## config.mk

```make
export PLATFORM = sky130hd
export DESIGN_NAME = synth_prog
export DESIGN_NICKNAME = d
export VERILOG_FILES = /design/src/synth_prog_pkg.sv /design/src/synth_prog.sv
export SDC_FILE = /design/constraint.sdc
export NUM_CORES = 1
export LEC_CHECK = 0
export BUFFER_PORTS_ARGS = -buffer_cell sky130_fd_sc_hd__buf_2
export CAP_MARGIN = 15
export CORE_MARGIN = 2
export CORE_UTILIZATION = 65
export DETAILED_ROUTE_END_ITERATION = 7
export PLACE_DENSITY_LB_ADDON = 0.1
export SYNTH_ARGS = -nofsm -noshare
export SYNTH_HDL_FRONTEND = slang
export SYNTH_SLANG_ARGS = --single-unit
export TNS_END_PERCENT = 50
```

## constraint.sdc

```tcl
create_clock -name clk_sys -period 9.78 [get_ports clk_sys]
set_input_delay 0.978 -clock clk_sys [delete_from_list [all_inputs] [get_ports clk_sys]]
set_output_delay 0.978 -clock clk_sys [all_outputs]
set_load 0.02 [all_outputs]
```

## src/synth_prog_pkg.sv

```systemverilog
// Constants, field layouts and timing for the serial synthesizer programmer
package synth_prog_pkg;
   // ==========================================================
   // Timing
   localparam int unsigned CLK_HZ            = 100_000_000;
   localparam int unsigned WATCHDOG_US       = 2000;     // 2ms
   localparam int unsigned WATCHDOG_CYCLES   = (WATCHDOG_US * (CLK_HZ / 1_000_000));
   localparam int unsigned UNLOCK_MIN_ONES   = 5;
   localparam int unsigned WORD_BITS         = 24;
   localparam int unsigned DATA_BITS         = 21;
   localparam int unsigned ADDR_BITS         = 3;
   // ==========================================================
   // Register addresses
   localparam logic [2:0] ADDR_VIDEO0   = 3'h0;
   localparam logic [2:0] ADDR_VIDEO1   = 3'h1;
   localparam logic [2:0] ADDR_VIDEO2   = 3'h2;
   localparam logic [2:0] ADDR_MEMORY   = 3'h3;
   localparam logic [2:0] ADDR_STANDBY  = 3'h4;
   localparam logic [2:0] ADDR_CONTROL  = 3'h6;
   // ==========================================================
   // Control register fields
   localparam int unsigned CTL_PD_MODE   = 21;
   localparam int unsigned CTL_CHG_MUX   = 20;
   localparam int unsigned CTL_TO_DOUBLE = 19;
   localparam int unsigned CTL_RSV_HI    = 18;
   localparam int unsigned CTL_DUTY_N    = 17;
   localparam int unsigned CTL_RSV_LO    = 16;
   localparam int unsigned CTL_PRE_V2    = 15;
   localparam int unsigned CTL_PRE_V1    = 14;
   localparam int unsigned CTL_PRE_V0    = 13;
   localparam logic [20:0] CTL_RESET     = 21'h020000;
   // ==========================================================
   // Frequency word fields (LSB at bit 0)
   localparam int unsigned F_REF_LSB  = 0;
   localparam int unsigned F_MUX_LSB  = 7;
   localparam int unsigned F_FB_LSB   = 10;
   localparam int unsigned F_IDX_LSB  = 17;
   localparam logic [3:0]  IDX_VIDEO_OFF = 4'he;
   localparam logic [3:0]  IDX_VIDEO_MEM = 4'hf;
   localparam logic [7:0]  FB_OFFSET     = 8'h03;
   localparam logic [7:0]  REF_OFFSET    = 8'h02;
   localparam logic [3:0]  STANDBY_RESET = 4'h8;
   localparam logic [20:0] FREQ_RESET    = 21'h000000;
endpackage

```

## src/synth_prog.sv

```systemverilog
// Serial programming front end and word decoder of a dual-PLL clock synthesizer
`timescale 1ns/1ps
// How it works
// - Unlock needs five or more data-high rising clocks, then one data-low rising clock.
// - Serial activity is ignored entirely while power-down is asserted.
// - Any pin transition restarts a 2ms watchdog; expiry drops unlock and word.
// - Select pins reach the output-select decode only after watchdog expiry.
// - Order is start bit, 21 data bits, 3 address bits, stop bit.
// - Load with fewer than 24 shifted bits is rejected with an error.
// - Data high across fall and rise loads addressed register, clears unlock.
// - Bits beyond a full register without stop discard the word with error.
// - After a load, pins resume selection only after a watchdog time-out.
// - Error output goes low on error and stays low until next unlock.
// - Errors: bad start, bad complement, wrong length, bad stop.
// - Control bit 21 picks power-down mode, default 0.
// - Control bit 20 picks clock on video output during changes, default 0.
// - Control bit 19 doubles the time-out interval, default 0.
// - Control bit 17 trims duty cycle, default 1.
// - Control bits 15..13 pick prescale 2 or 4 for video registers 2..0.
// - Frequency word: index 4, feedback 7, divider select 3, reference 7 bits.
// - Feedback divider is field plus 3, reference divider field plus 2.
// - Output divider is two to the power of the 3-bit select.
// - Video index 1110 turns video off, 1111 routes memory VCO to video.
// - Addresses 000..010 video, 011 memory, 100 standby, 110 control.
// - Reprogramming memory, or the active video register under select codes 00..10, routes reference there until settled.
module synth_prog
   import synth_prog_pkg::*;
(
   input  wire logic        clk_sys,
   input  wire logic        rst,
   input  wire logic        serial_clock_select_low,
   input  wire logic        serial_data_select_high,
   input  wire logic        powerdown_n,
   output logic             program_error_n,
   output logic [1:0]       video_select,
   output logic             pd_mode_sel,
   output logic             change_mux_sel,
   output logic             timeout_double,
   output logic             duty_trim_n,
   output logic [2:0]       prescale_sel,
   output logic [2:0]       video_prescale_x4,
   output logic [7:0]       video_fb_div,
   output logic [7:0]       video_ref_div,
   output logic [2:0]       video_out_div_log2,
   output logic             video_off,
   output logic             video_from_memory,
   output logic [7:0]       memory_fb_div,
   output logic [7:0]       memory_ref_div,
   output logic [2:0]       memory_out_div_log2,
   output logic [3:0]       standby_code,
   output logic             ref_on_video,
   output logic             ref_on_memory
);

   typedef enum logic [1:0] {ST_LOCKED, ST_START, ST_SHIFT, ST_STOP} prog_state_t;

   // Feedback divider from a frequency word
   function automatic logic [7:0] fb_div(input logic [20:0] w);
      fb_div = {1'b0, w[F_FB_LSB +: 7]} + FB_OFFSET;
   endfunction

   // Reference divider from a frequency word
   function automatic logic [7:0] ref_div(input logic [20:0] w);
      ref_div = {1'b0, w[F_REF_LSB +: 7]} + REF_OFFSET;
   endfunction

   // ==========================================================
   // Pin edge detection
   logic        sck_q;
   logic        sda_q;
   logic        sck_rise;
   logic        sck_fall;
   logic        pins_moved;
   logic        active;

   // Power-down masks every pin edge from the serial engine and the watchdog
   assign active     = powerdown_n;
   assign sck_rise   = active && serial_clock_select_low && !sck_q;
   assign sck_fall   = active && !serial_clock_select_low && sck_q;
   assign pins_moved = active && ((serial_clock_select_low != sck_q) ||
                                  (serial_data_select_high != sda_q));

   always_ff @(posedge clk_sys or posedge rst) begin
      if (rst) begin
         sck_q <= 1'b0;
         sda_q <= 1'b0;
      end else begin
         sck_q <= serial_clock_select_low;
         sda_q <= serial_data_select_high;
      end
   end

   // ==========================================================
   // Watchdog, doubled interval selectable
   logic [20:0] wd_count;
   logic        wd_expired;
   logic [20:0] wd_limit;

   assign wd_limit = timeout_double ? 21'(2 * WATCHDOG_CYCLES) : 21'(WATCHDOG_CYCLES);

   // Any edge restarts the count; expiry is a one-cycle pulse at the limit
   always_ff @(posedge clk_sys or posedge rst) begin
      if (rst) begin
         wd_count <= 21'h0;
      end else if (pins_moved) begin
         wd_count <= 21'h0;
      end else begin
         wd_count <= (wd_count < wd_limit) ? wd_count + 21'h1 : 21'h0;
      end
   end

   assign wd_expired = (wd_count == wd_limit);

   // ==========================================================
   // Unlock detector and serial word engine
   prog_state_t state;
   logic [2:0]  ones_count;
   logic [4:0]  bit_count;
   logic [23:0] shift_word;
   logic        comp_bit;
   logic        comp_valid;
   logic        load_pulse;
   logic        err_event;

   // Complement half of each bit is caught on the falling edge
   always_ff @(posedge clk_sys or posedge rst) begin
      if (rst) begin
         comp_bit   <= 1'b0;
         comp_valid <= 1'b0;
      end else if (sck_fall) begin
         comp_bit   <= serial_data_select_high;
         comp_valid <= 1'b1;
      end else if (sck_rise || state == ST_LOCKED) begin
         comp_valid <= 1'b0;
      end
   end

   // Data-high rising edges counted toward unlock; saturates at five
   always_ff @(posedge clk_sys or posedge rst) begin
      if (rst) begin
         ones_count <= 3'h0;
      end else if (state != ST_LOCKED || wd_expired) begin
         ones_count <= 3'h0;
      end else if (sck_rise) begin
         if (!serial_data_select_high) begin
            ones_count <= 3'h0;
         end else if (ones_count != 3'(UNLOCK_MIN_ONES)) begin
            ones_count <= ones_count + 3'h1;
         end
      end
   end

   // Main sequence: start, 24 shifted bits, stop/load
   always_ff @(posedge clk_sys or posedge rst) begin
      if (rst) begin
         state      <= ST_LOCKED;
         bit_count  <= 5'h0;
         shift_word <= 24'h0;
         load_pulse <= 1'b0;
         err_event  <= 1'b0;
      end else begin
         load_pulse <= 1'b0;
         err_event  <= 1'b0;
         if (wd_expired && state != ST_LOCKED) begin
            state <= ST_LOCKED;
         end else if (sck_rise) begin
            case (state)
               ST_LOCKED: begin
                  if (!serial_data_select_high &&
                      ones_count == 3'(UNLOCK_MIN_ONES)) begin
                     state     <= ST_START;
                     bit_count <= 5'h0;
                  end
               end
               ST_START: begin
                  // Start bit is a zero, coded like a data bit
                  if (serial_data_select_high || !comp_valid || !comp_bit) begin
                     state     <= ST_LOCKED;
                     err_event <= 1'b1;
                  end else begin
                     state <= ST_SHIFT;
                  end
               end
               ST_SHIFT: begin
                  if (serial_data_select_high && comp_valid && comp_bit) begin
                     // Stop pattern before the word is full
                     state     <= ST_LOCKED;
                     err_event <= 1'b1;
                  end else if (!comp_valid || comp_bit == serial_data_select_high) begin
                     state     <= ST_LOCKED;
                     err_event <= 1'b1;
                  end else begin
                     shift_word <= {shift_word[22:0], serial_data_select_high};
                     bit_count  <= bit_count + 5'h1;
                     if (bit_count == 5'(WORD_BITS - 1)) begin
                        state <= ST_STOP;
                     end
                  end
               end
               ST_STOP: begin
                  state <= ST_LOCKED;
                  if (serial_data_select_high && comp_valid && comp_bit) begin
                     load_pulse <= 1'b1;
                  end else begin
                     err_event <= 1'b1;
                  end
               end
               default: begin
                  state <= ST_LOCKED;
               end
            endcase
         end
      end
   end

   // Error pin: low from any error until the next unlock completes
   always_ff @(posedge clk_sys or posedge rst) begin
      if (rst) begin
         program_error_n <= 1'b1;
      end else if (err_event) begin
         program_error_n <= 1'b0;
      end else if (state == ST_LOCKED && sck_rise && !serial_data_select_high &&
                   ones_count == 3'(UNLOCK_MIN_ONES)) begin
         program_error_n <= 1'b1;
      end
   end

   // ==========================================================
   // Register file
   logic [20:0] video_word [3];
   logic [20:0] memory_word;
   logic [21:0] control_word;
   logic [2:0]  load_addr;
   logic [20:0] load_data;

   assign load_addr = shift_word[2:0];
   assign load_data = shift_word[23:3];

   // Video registers; undefined addresses fall through untouched
   genvar gv;
   generate
      for (gv = 0; gv < 3; gv++) begin : g_video
         always_ff @(posedge clk_sys or posedge rst) begin
            if (rst) begin
               video_word[gv] <= FREQ_RESET;
            end else if (load_pulse && load_addr == 3'(gv)) begin
               video_word[gv] <= load_data;
            end
         end
      end
   endgenerate

   // Memory, standby and control registers; 101 and 111 load nothing
   always_ff @(posedge clk_sys or posedge rst) begin
      if (rst) begin
         memory_word  <= FREQ_RESET;
         standby_code <= STANDBY_RESET;
         control_word <= {1'b0, CTL_RESET};
      end else if (load_pulse) begin
         case (load_addr)
            ADDR_MEMORY:  memory_word  <= load_data;
            ADDR_STANDBY: standby_code <= load_data[3:0];
            ADDR_CONTROL: control_word <= {load_data, 1'b0}; // Data bit n is control bit n+1
            default: ;
         endcase
      end
   end

   // ==========================================================
   // Select pins pass to the decode only once the serial pins have gone quiet
   logic sel_quiet;

   always_ff @(posedge clk_sys or posedge rst) begin
      if (rst) begin
         sel_quiet    <= 1'b0;
         video_select <= 2'h0;
      end else begin
         if (pins_moved) begin
            sel_quiet <= 1'b0;
         end else if (wd_expired) begin
            sel_quiet <= 1'b1;
         end
         // A load is followed by a full time-out before selection resumes
         if (!sel_quiet && wd_expired && state == ST_LOCKED) begin
            video_select <= {sda_q, sck_q};
         end
      end
   end

   // ==========================================================
   // Decoded control and frequency outputs
   logic [20:0] active_video;

   // Selection code 11 also maps to the third video register
   assign active_video = video_word[(video_select == 2'h3) ? 2 : video_select];

   always_ff @(posedge clk_sys or posedge rst) begin
      if (rst) begin
         pd_mode_sel       <= 1'b0;
         change_mux_sel    <= 1'b0;
         timeout_double    <= 1'b0;
         duty_trim_n       <= 1'b1;
         prescale_sel      <= 3'h0;
         video_prescale_x4 <= 1'b0 ? 3'h0 : 3'h0;
      end else begin
         pd_mode_sel    <= control_word[CTL_PD_MODE];
         change_mux_sel <= control_word[CTL_CHG_MUX];
         timeout_double <= control_word[CTL_TO_DOUBLE];
         duty_trim_n    <= control_word[CTL_DUTY_N];
         // Reserved bits 18 and 16 are stored but steer nothing
         prescale_sel   <= {control_word[CTL_PRE_V2], control_word[CTL_PRE_V1],
                            control_word[CTL_PRE_V0]};
         video_prescale_x4 <= {3{control_word[CTL_PRE_V0 + 32'(video_select == 2'h3 ?
                               2 : video_select)]}};
      end
   end

   always_ff @(posedge clk_sys or posedge rst) begin
      if (rst) begin
         video_fb_div        <= FB_OFFSET;
         video_ref_div       <= REF_OFFSET;
         video_out_div_log2  <= 3'h0;
         video_off           <= 1'b0;
         video_from_memory   <= 1'b0;
         memory_fb_div       <= FB_OFFSET;
         memory_ref_div      <= REF_OFFSET;
         memory_out_div_log2 <= 3'h0;
      end else begin
         video_fb_div        <= fb_div(active_video);
         video_ref_div       <= ref_div(active_video);
         video_out_div_log2  <= active_video[F_MUX_LSB +: 3];
         video_off           <= active_video[F_IDX_LSB +: 4] == IDX_VIDEO_OFF;
         video_from_memory   <= active_video[F_IDX_LSB +: 4] == IDX_VIDEO_MEM;
         memory_fb_div       <= fb_div(memory_word);
         memory_ref_div      <= ref_div(memory_word);
         memory_out_div_log2 <= memory_word[F_MUX_LSB +: 3];
      end
   end

   // ==========================================================
   // Reference takes over a reprogrammed output for two time-outs
   logic [1:0] vid_hold;
   logic [1:0] mem_hold;

   always_ff @(posedge clk_sys or posedge rst) begin
      if (rst) begin
         vid_hold      <= 2'h0;
         mem_hold      <= 2'h0;
         ref_on_video  <= 1'b0;
         ref_on_memory <= 1'b0;
      end else begin
         if (load_pulse && load_addr == {1'b0, video_select}) begin
            vid_hold <= 2'h2;
         end else if (wd_expired && vid_hold != 2'h0) begin
            vid_hold <= vid_hold - 2'h1;
         end
         if (load_pulse && load_addr == ADDR_MEMORY) begin
            mem_hold <= 2'h2;
         end else if (wd_expired && mem_hold != 2'h0) begin
            mem_hold <= mem_hold - 2'h1;
         end
         ref_on_video  <= vid_hold != 2'h0;
         ref_on_memory <= mem_hold != 2'h0;
      end
   end

endmodule

```

==> flow_summary.toml, run 1 <==
[outcome]
outcome = "completed"

[power_and_ir_drop]
swShare = 0.213
pwr-share-comb = 0.032
p_per_area_nw_per_um2 = 174
p_leak_uw = 0.00503
p_int_uw = 1400
p_sw_uw = 380
p_clk_frac = 0.467
peakVddDrop_mv = 0.120
p_seq_frac = 0.501

[global_route]
antenna_found_initial = 0
overflow = 0
grt_usage = 0.241
grt_max_degree = 148
grt_first_pass_wirelength_mm = 28.4
grt_pass1_vias = 5649

[cts]
postCtsSetupBuffers = 0
cts_resized = 0
clock_sinks = 210
holdBufCountCts = 0
cts-buffers-inserted = 22
clkLatencyLatePin_ns = 0.49
clk_path_buf_depth = 3
path_clk_slew_ns = 0.06
cts-root-buf = "clkbuf_16"
tritoncts = "done"
htree_levels = 1

[floorplanning]
ioPinCount = 64
die_w_um = 122
dieArea_um2 = 14900
die_h_um = 122
core.rowCount = 43
initial_core_util = 0.660
core_um2 = 13800

[detailed_routing]
drtPass1Iterations = 4
vias = 5528
drc_errors = 0
drt_wl_total_mm = 17.4
routed_via_density = 5.76
ant_nets = 0
drtIter0Drc = 255
post_drt_wl_per_cell_um = 18.1

[timing]
fin_ws_ns = 7.11
fin_tns_setup_ns = 0
finalSetupViolations = 0
clock_skew_ns = 0.00867
fin_crit_sh = 0.273
drv_slew = 0
fmax_ghz = 0.374
fin_crit_ns = 2.67
worst_slew_pin_slew_ns = 1.11
rsz0062_at_grt = "false"
slew_headroom = 0.255
final-hold-violation-count = 0

[critical_path]
r2r_cells = 8
end_kind = "flop"
worst-endpoint-arrival_ns = 3.05
crit_type = "flop to flop"
cp_data_required_time_ns = 10.15
r2r-start = "timeout_double$_DFF_PP0_"
r2r-end = "shift_word[22]$_DFFE_PP0P_"
startpoint = "timeout_double$_DFF_PP0_"
worstSetupEndpoint = "shift_word[22]$_DFFE_PP0P_"
r2r_setup_slack_ns = 7.11
critical_path_peak_fanout = 26
cp-start-kind = "flop"

[synthesis]
ys_ff_latch = 210
yosysUniqueCellTypes = 56
synthCells = 702
ys.flop_type = "dfrtp_1"
syn-cell-area_um2 = 9090
syn-num-nets = 726
synthArstFlopShare = 1.00
synth_edf_count = 0
synth-seq-area-share = 0.580
synth_warnings = 0
synth_area_per_cell_um2 = 12.9

[min_path]
hold_class = "flop to flop"

[run]
maxCapViolCount = 0

[finish]
layout-drive-gt1-share = 0.319
antenna_cells = 0
final_cell_mix = "200 x dfrtp_1, 108 x mux2_2, 63 x buf_2, 48 x nor2_1"
area_growth_pct = 12.8
fin_nets = 788
fillers = 907
final_common_cell = "dfrtp_1"

[placement]
portBuffers = 63
place.gp.congestion = 0.923
hpwl_mm = 10.8
preCtsSetupSlack_ns = 7.02
-- cells in the mapped netlist, types with 2 or more instances --
cell type / count / share of area
nand2_1: 28 / 0.012
ha_1: 19 / 0.026
mux2i_1: 19 / 0.021
nor3b_1: 4 / 0.0033
a21oi_1: 17 / 0.0094
nand2b_1: 5 / 0.0034
a31oi_1: 2 / 0.0014
buf_4: 2 / 0.0017
nand4_1: 8 / 0.0055
clkbuf_1: 8 / 0.0033
and4_1: 2 / 0.0019
nor3_1: 12 / 0.0066
dfrtp_1: 200 / 0.55
o211ai_1: 2 / 0.0017
a22oi_1: 2 / 0.0017
nand4b_1: 6 / 0.0058
nor4_1: 6 / 0.0041
o2111ai_1: 2 / 0.0019
nand3_1: 24 / 0.013
nor2b_1: 7 / 0.0048
and3_1: 4 / 0.0028
and2_1: 2 / 0.0014
dfstp_2: 10 / 0.029
inv_1: 22 / 0.0091
buf_2: 18 / 0.0099
o21ai_0: 16 / 0.0088
buf_6: 3 / 0.0037
nor2_1: 50 / 0.021
mux2_2: 108 / 0.13
and3b_1: 2 / 0.0019
xnor2_1: 28 / 0.027
nor4b_1: 2 / 0.0019
nand3b_1: 4 / 0.0033
mux2_4: 18 / 0.030
or3_1: 3 / 0.0021
xor2_1: 17 / 0.016
-- stage by stage --
step                      power [µW]  std cells  hold WS (ns)  utilization  cell area, µm²
after global placement           960        920         0.350        0.691            9510
after detailed placement         965        920         0.355        0.691            9510
after floorplan                  950        702         0.344            -            9090
after global routing            1840        960         0.375        0.744           10200
after CTS                       1790        960         0.364        0.744           10200
final                           1780        960         0.361        0.744           10200
-- layout make-up --
type | count | area, µm² | share of cell area
clock buffers | 35 | 681 | 0.0664
repair buffers | 71 | 375 | 0.0366
flip-flops and latches | 210 | 5270 | 0.514
clock inverters | 5 | 56.3 | 0.00549
inverters | 22 | 90.1 | 0.00879
well taps | 180 | 225 | 0.0220
multi-input cells | 437 | 3550 | 0.347
-- worst max-delay path: stages (launching register included) --
cell and delay (ns):
dfrtp_1 0.42, inv_1 0.14, ha_1 0.32, nor4bb_1 0.30, nand3_1 0.21, nor3_1 0.23, or3_1 0.14, buf_4 0.39
mux2_2 0.39
-- state kept, by name, indices dropped and copies added, names as in the netlist, 8 cells and up --
signal,count
memory_fb_div,8
memory_ref_div,8
memory_word,17
shift_word,24
video_fb_div,8
video_ref_div,8
video_word,63
wd_count,21
-- worst min path at each step --
stage,start,end,slack (ns),depth (start not counted)
after floorplan,err_event$_DFF_PP0_,program_error_n$_DFFE_PP1P_,0.34,1
after global placement,err_event$_DFF_PP0_,program_error_n$_DFFE_PP1P_,0.35,1
after detailed placement,control_word[17]$_DFFE_PP1P_,duty_trim_n$_DFF_PP1_,0.36,0
after CTS,err_event$_DFF_PP0_,program_error_n$_DFFE_PP1P_,0.36,1
after global routing,control_word[17]$_DFFE_PP1P_,duty_trim_n$_DFF_PP1_,0.37,0
final,err_event$_DFF_PP0_,program_error_n$_DFFE_PP1P_,0.36,1
-- cells by family (layout without fill, tap and decap cells) --
kind of cell / after synthesis / count (layout) / share of synthesized area
multiplexers: 145 / 145 / 0.184
adder cells (fa/ha/maj): 19 / 19 / 0.0262
other: 1 / 1 / 0.000413
buffers and inverters: 55 / 133 / 0.0303
AND/OR/NAND/NOR: 174 / 174 / 0.0998
AO/OA/AOI/OAI: 53 / 53 / 0.0358
XOR/XNOR: 45 / 45 / 0.0434
flip-flops: 210 / 210 / 0.580
-- power groups by stage --
stage	Clock (µW)	Sequential, µW	Combinational (µW)
after CTS	845	892	57.3
after detailed placement	0	907	57.6
final	832	892	56.4
after global routing	885	894	64.8
after floorplan	0	902	48.1
after global placement	0	906	53.9
-- layer usage --
layer | share of wire | routed length, µm | vias up | track usage
li1 | - | - | 2569 | -
met1 | 0.45 | 7790 | 2805 | 0.334
met2 | 0.49 | 8600 | 125 | 0.399
met3 | 0.040 | 701 | 29 | 0.0353
met4 | 0.017 | 289 | 0 | 0.0711
met5 | 0 | 0 | - | 0
No activity file was read; power rests on OpenSTA's default activity.
==> run 2: changes to the inputs <==
--- a/config.mk
+++ b/config.mk
@@ -8,7 +8,7 @@
 export BUFFER_PORTS_ARGS = -buffer_cell sky130_fd_sc_hd__buf_2
 export CAP_MARGIN = 15
 export CORE_MARGIN = 2
-export CORE_UTILIZATION = 65
+export CORE_UTILIZATION = 54
 export DETAILED_ROUTE_END_ITERATION = 7
 export PLACE_DENSITY_LB_ADDON = 0.1
 export SYNTH_ARGS = -nofsm -noshare
==> constraint.sdc (replaced) <==
create_clock -name clk_sys -period 2.35 [get_ports clk_sys]
set_input_delay 0.235 -clock clk_sys [delete_from_list [all_inputs] [get_ports clk_sys]]
set_output_delay 0.235 -clock clk_sys [all_outputs]
set_load 0.02 [all_outputs]
==> run 2 against run 1 <==
Effect of this change:
- fmax up 20%
- routed wire length up 0.83%
- final cell count increased by 6.3%
- critical endpoint is now shift_word[5]$_DFFE_PP0P_
- first-iteration DRC count fell by 16%
- design area increased by 3.4%
- register-to-register slack worse by 7.0 ns
- clock power rose to 4.4 times the previous value
- global-route usage decreased by 3.5 points
- critical path depth did not move
- critical path type unchanged
- sequential power grew to 4.2 times the previous value
- largest cell class unchanged
- sequential share of layout area shrank 1.7 points
==> flow_summary.toml, run 2 (synthesis results as in run 1) <==
[detailed_routing]
post_drt_wl_per_cell_um = 17.2
drtPass1Iterations = 4
ant_nets = 0
drtIter0Drc = 215
routed_via_density = 5.47
vias = 5584
drt_wl_total_mm = 17.5
drc_errors = 0

[floorplanning]
core.rowCount = 47
ioPinCount = 64
core_um2 = 16500
die_w_um = 134
initial_core_util = 0.550
dieArea_um2 = 17900
die_h_um = 134

[placement]
postPlaceCellArea_um2 = 9760
preCtsSetupSlack_ns = 0.0990
place.gp.congestion = 0.818
hpwl_mm = 11.7
portBuffers = 63

[cts]
postCtsSetupBuffers = 0
path_clk_slew_ns = 0.06
htree_levels = 1
tritoncts = "done"
cts-buffers-inserted = 22
clkLatencyLatePin_ns = 0.49
clk_path_buf_depth = 3
cts-root-buf = "clkbuf_16"
clock_sinks = 210

[critical_path]
r2r-start = "timeout_double$_DFF_PP0_"
slowest_delay_ns = 0.38
startpoint = "timeout_double$_DFF_PP0_"
crit_type = "flop to flop"
cp_data_required_time_ns = 2.73
worst-endpoint-arrival_ns = 2.61
cp-start-kind = "flop"
r2r_cells = 8
critical_path_peak_fanout = 13
critical-path-top-delay-family = "simple AND/OR/NAND/NOR gates"
end_kind = "flop"
r2r_setup_slack_ns = 0.12
timing.critical_path.slowest_stage_cell = "dfrtp_1"
cp_cell_sequence = "buf_4 -> ha_1 -> and3_1 -> nand3_1 -> nor3_2 -> or3_4 -> clkbuf_16 -> mux2_4"
path_buf_inv = 2
r2r-end = "shift_word[5]$_DFFE_PP0P_"

[timing]
rsz0062_at_grt = "false"
slew_headroom = 0.518
final-hold-violation-count = 0
fmax_ghz = 0.448
fin_ws_ns = 0.120
fin_crit_sh = 0.949
drv_slew = 0
worst_slew_pin_slew_ns = 0.717
finalSetupViolations = 0
whs_ns = 0.121
clock_skew_ns = 0.00734
fin_crit_ns = 2.23

[finish]
antenna_cells = 0
layout-drive-gt1-share = 0.338
fin_nets = 808
largest_register = "video_word"
final_cell_mix = "200 x dfrtp_1, 108 x mux2_2, 63 x buf_2, 48 x nor2_1"
top_regs = "video_word (63), shift_word (24), wd_count (21)"
area_growth_pct = 16.6
post-route-cell-area_um2 = 10600
largest_reg_flops = 63
final_common_cell = "dfrtp_1"

[min_path]
min_to = "load_pulse$_DFF_PP0_"
hold_class = "input port to flop"
min-delay-start = "serial_data_select_high"
holdPathStages = 3

[global_route]
antenna_found_initial = 0
grt_usage = 0.206
overflow = 0
grt_first_pass_wirelength_mm = 29.6
grt_max_degree = 68
grt_pass1_vias = 5819

[power_and_ir_drop]
p_leak_uw = 0.00518
peakVddDrop_mv = 0.432
p_per_area_nw_per_um2 = 719

[outcome]
outcome = "completed"

[run]
maxCapViolCount = 0
-- run 2: cell types whose count changed in the layout (fill, tap and decap cells not counted) --
| cell | previous run | this run |
|---|---|---|
| buf_4 | 8 | 19 |
| buf_12 | 0 | 6 |
| bufinv_16 | 1 | 3 |
| dlygate4sd3_1 | 0 | 2 |
| inv_8 | 2 | 0 |
| clkbuf_1 | 6 | 5 |
| clkbuf_16 | 23 | 24 |
| clkinvlp_4 | 0 | 1 |
| nor3_1 | 12 | 11 |
| nor3_2 | 0 | 1 |
| or3_1 | 3 | 2 |
| or3_4 | 0 | 1 |
-- run 2: stage by stage --
step	total power, µW	std cells	setup TNS [ns]	utilization
after global placement	4020	977	0	0.591
after CTS	7720	1019	0	0.639
after global routing	7910	1020	0	0.641
final	7620	1020	0	0.641
after detailed placement	4030	977	0	0.591
after floorplan	3950	702	-121.44	-
-- run 2: cell type report --
class / instances / area, µm²
Fill cell: 1248 / 5930
Tap cell: 220 / 275
Multi-Input combinational cell: 437 / 3560
Timing Repair Buffer: 91 / 623
Sequential cell: 210 / 5270
Inverter: 22 / 86.3
Clock inverter: 6 / 105
Clock buffer: 34 / 677
-- run 2: metal layers --
| metal | up-vias | share of wire | global-route usage | wire (µm) |
|---|---|---|---|---|
| met5 | - | 0 | 0 | 0 |
| met4 | 0 | 0.011 | 0.0449 | 196 |
| met3 | 16 | 0.041 | 0.0327 | 723 |
| met2 | 107 | 0.49 | 0.341 | 8590 |
| met1 | 2847 | 0.46 | 0.290 | 8020 |
| li1 | 2614 | - | - | - |
-- run 2: worst min-delay path, delay by kind of cell --
family / cells / cell delay, ns
buffers and inverters: 1 / 0.19
AND/OR/NAND/NOR: 2 / 0.15
-- run 2: report_power, final --
part,internal [µW],total [µW],switching (µW)
Sequential,3660,3710,56.3
Combinational,87.4,255,168
Clock,2310,3650,1350
-- run 2: worst max-delay path by stage --
stage,cells after the start,slack [ns],end
after detailed placement,8,0.1,shift_word[20]$_DFFE_PP0P_
after floorplan,1,-0.61,bit_count[0]$_DFFE_PP0P_
after global placement,8,0.19,shift_word[12]$_DFFE_PP0P_
after CTS,8,0.08,shift_word[23]$_DFFE_PP0P_
after global routing,8,0.006,shift_word[3]$_DFFE_PP0P_
final,8,0.12,shift_word[5]$_DFFE_PP0P_
-- run 2: timing repair --
action	4_1_cts	5_1_grt
endpoints found under the hold margin	19	0
gates resized for setup	0	2
setup endpoints to repair	0	24
hold buffers	2	0
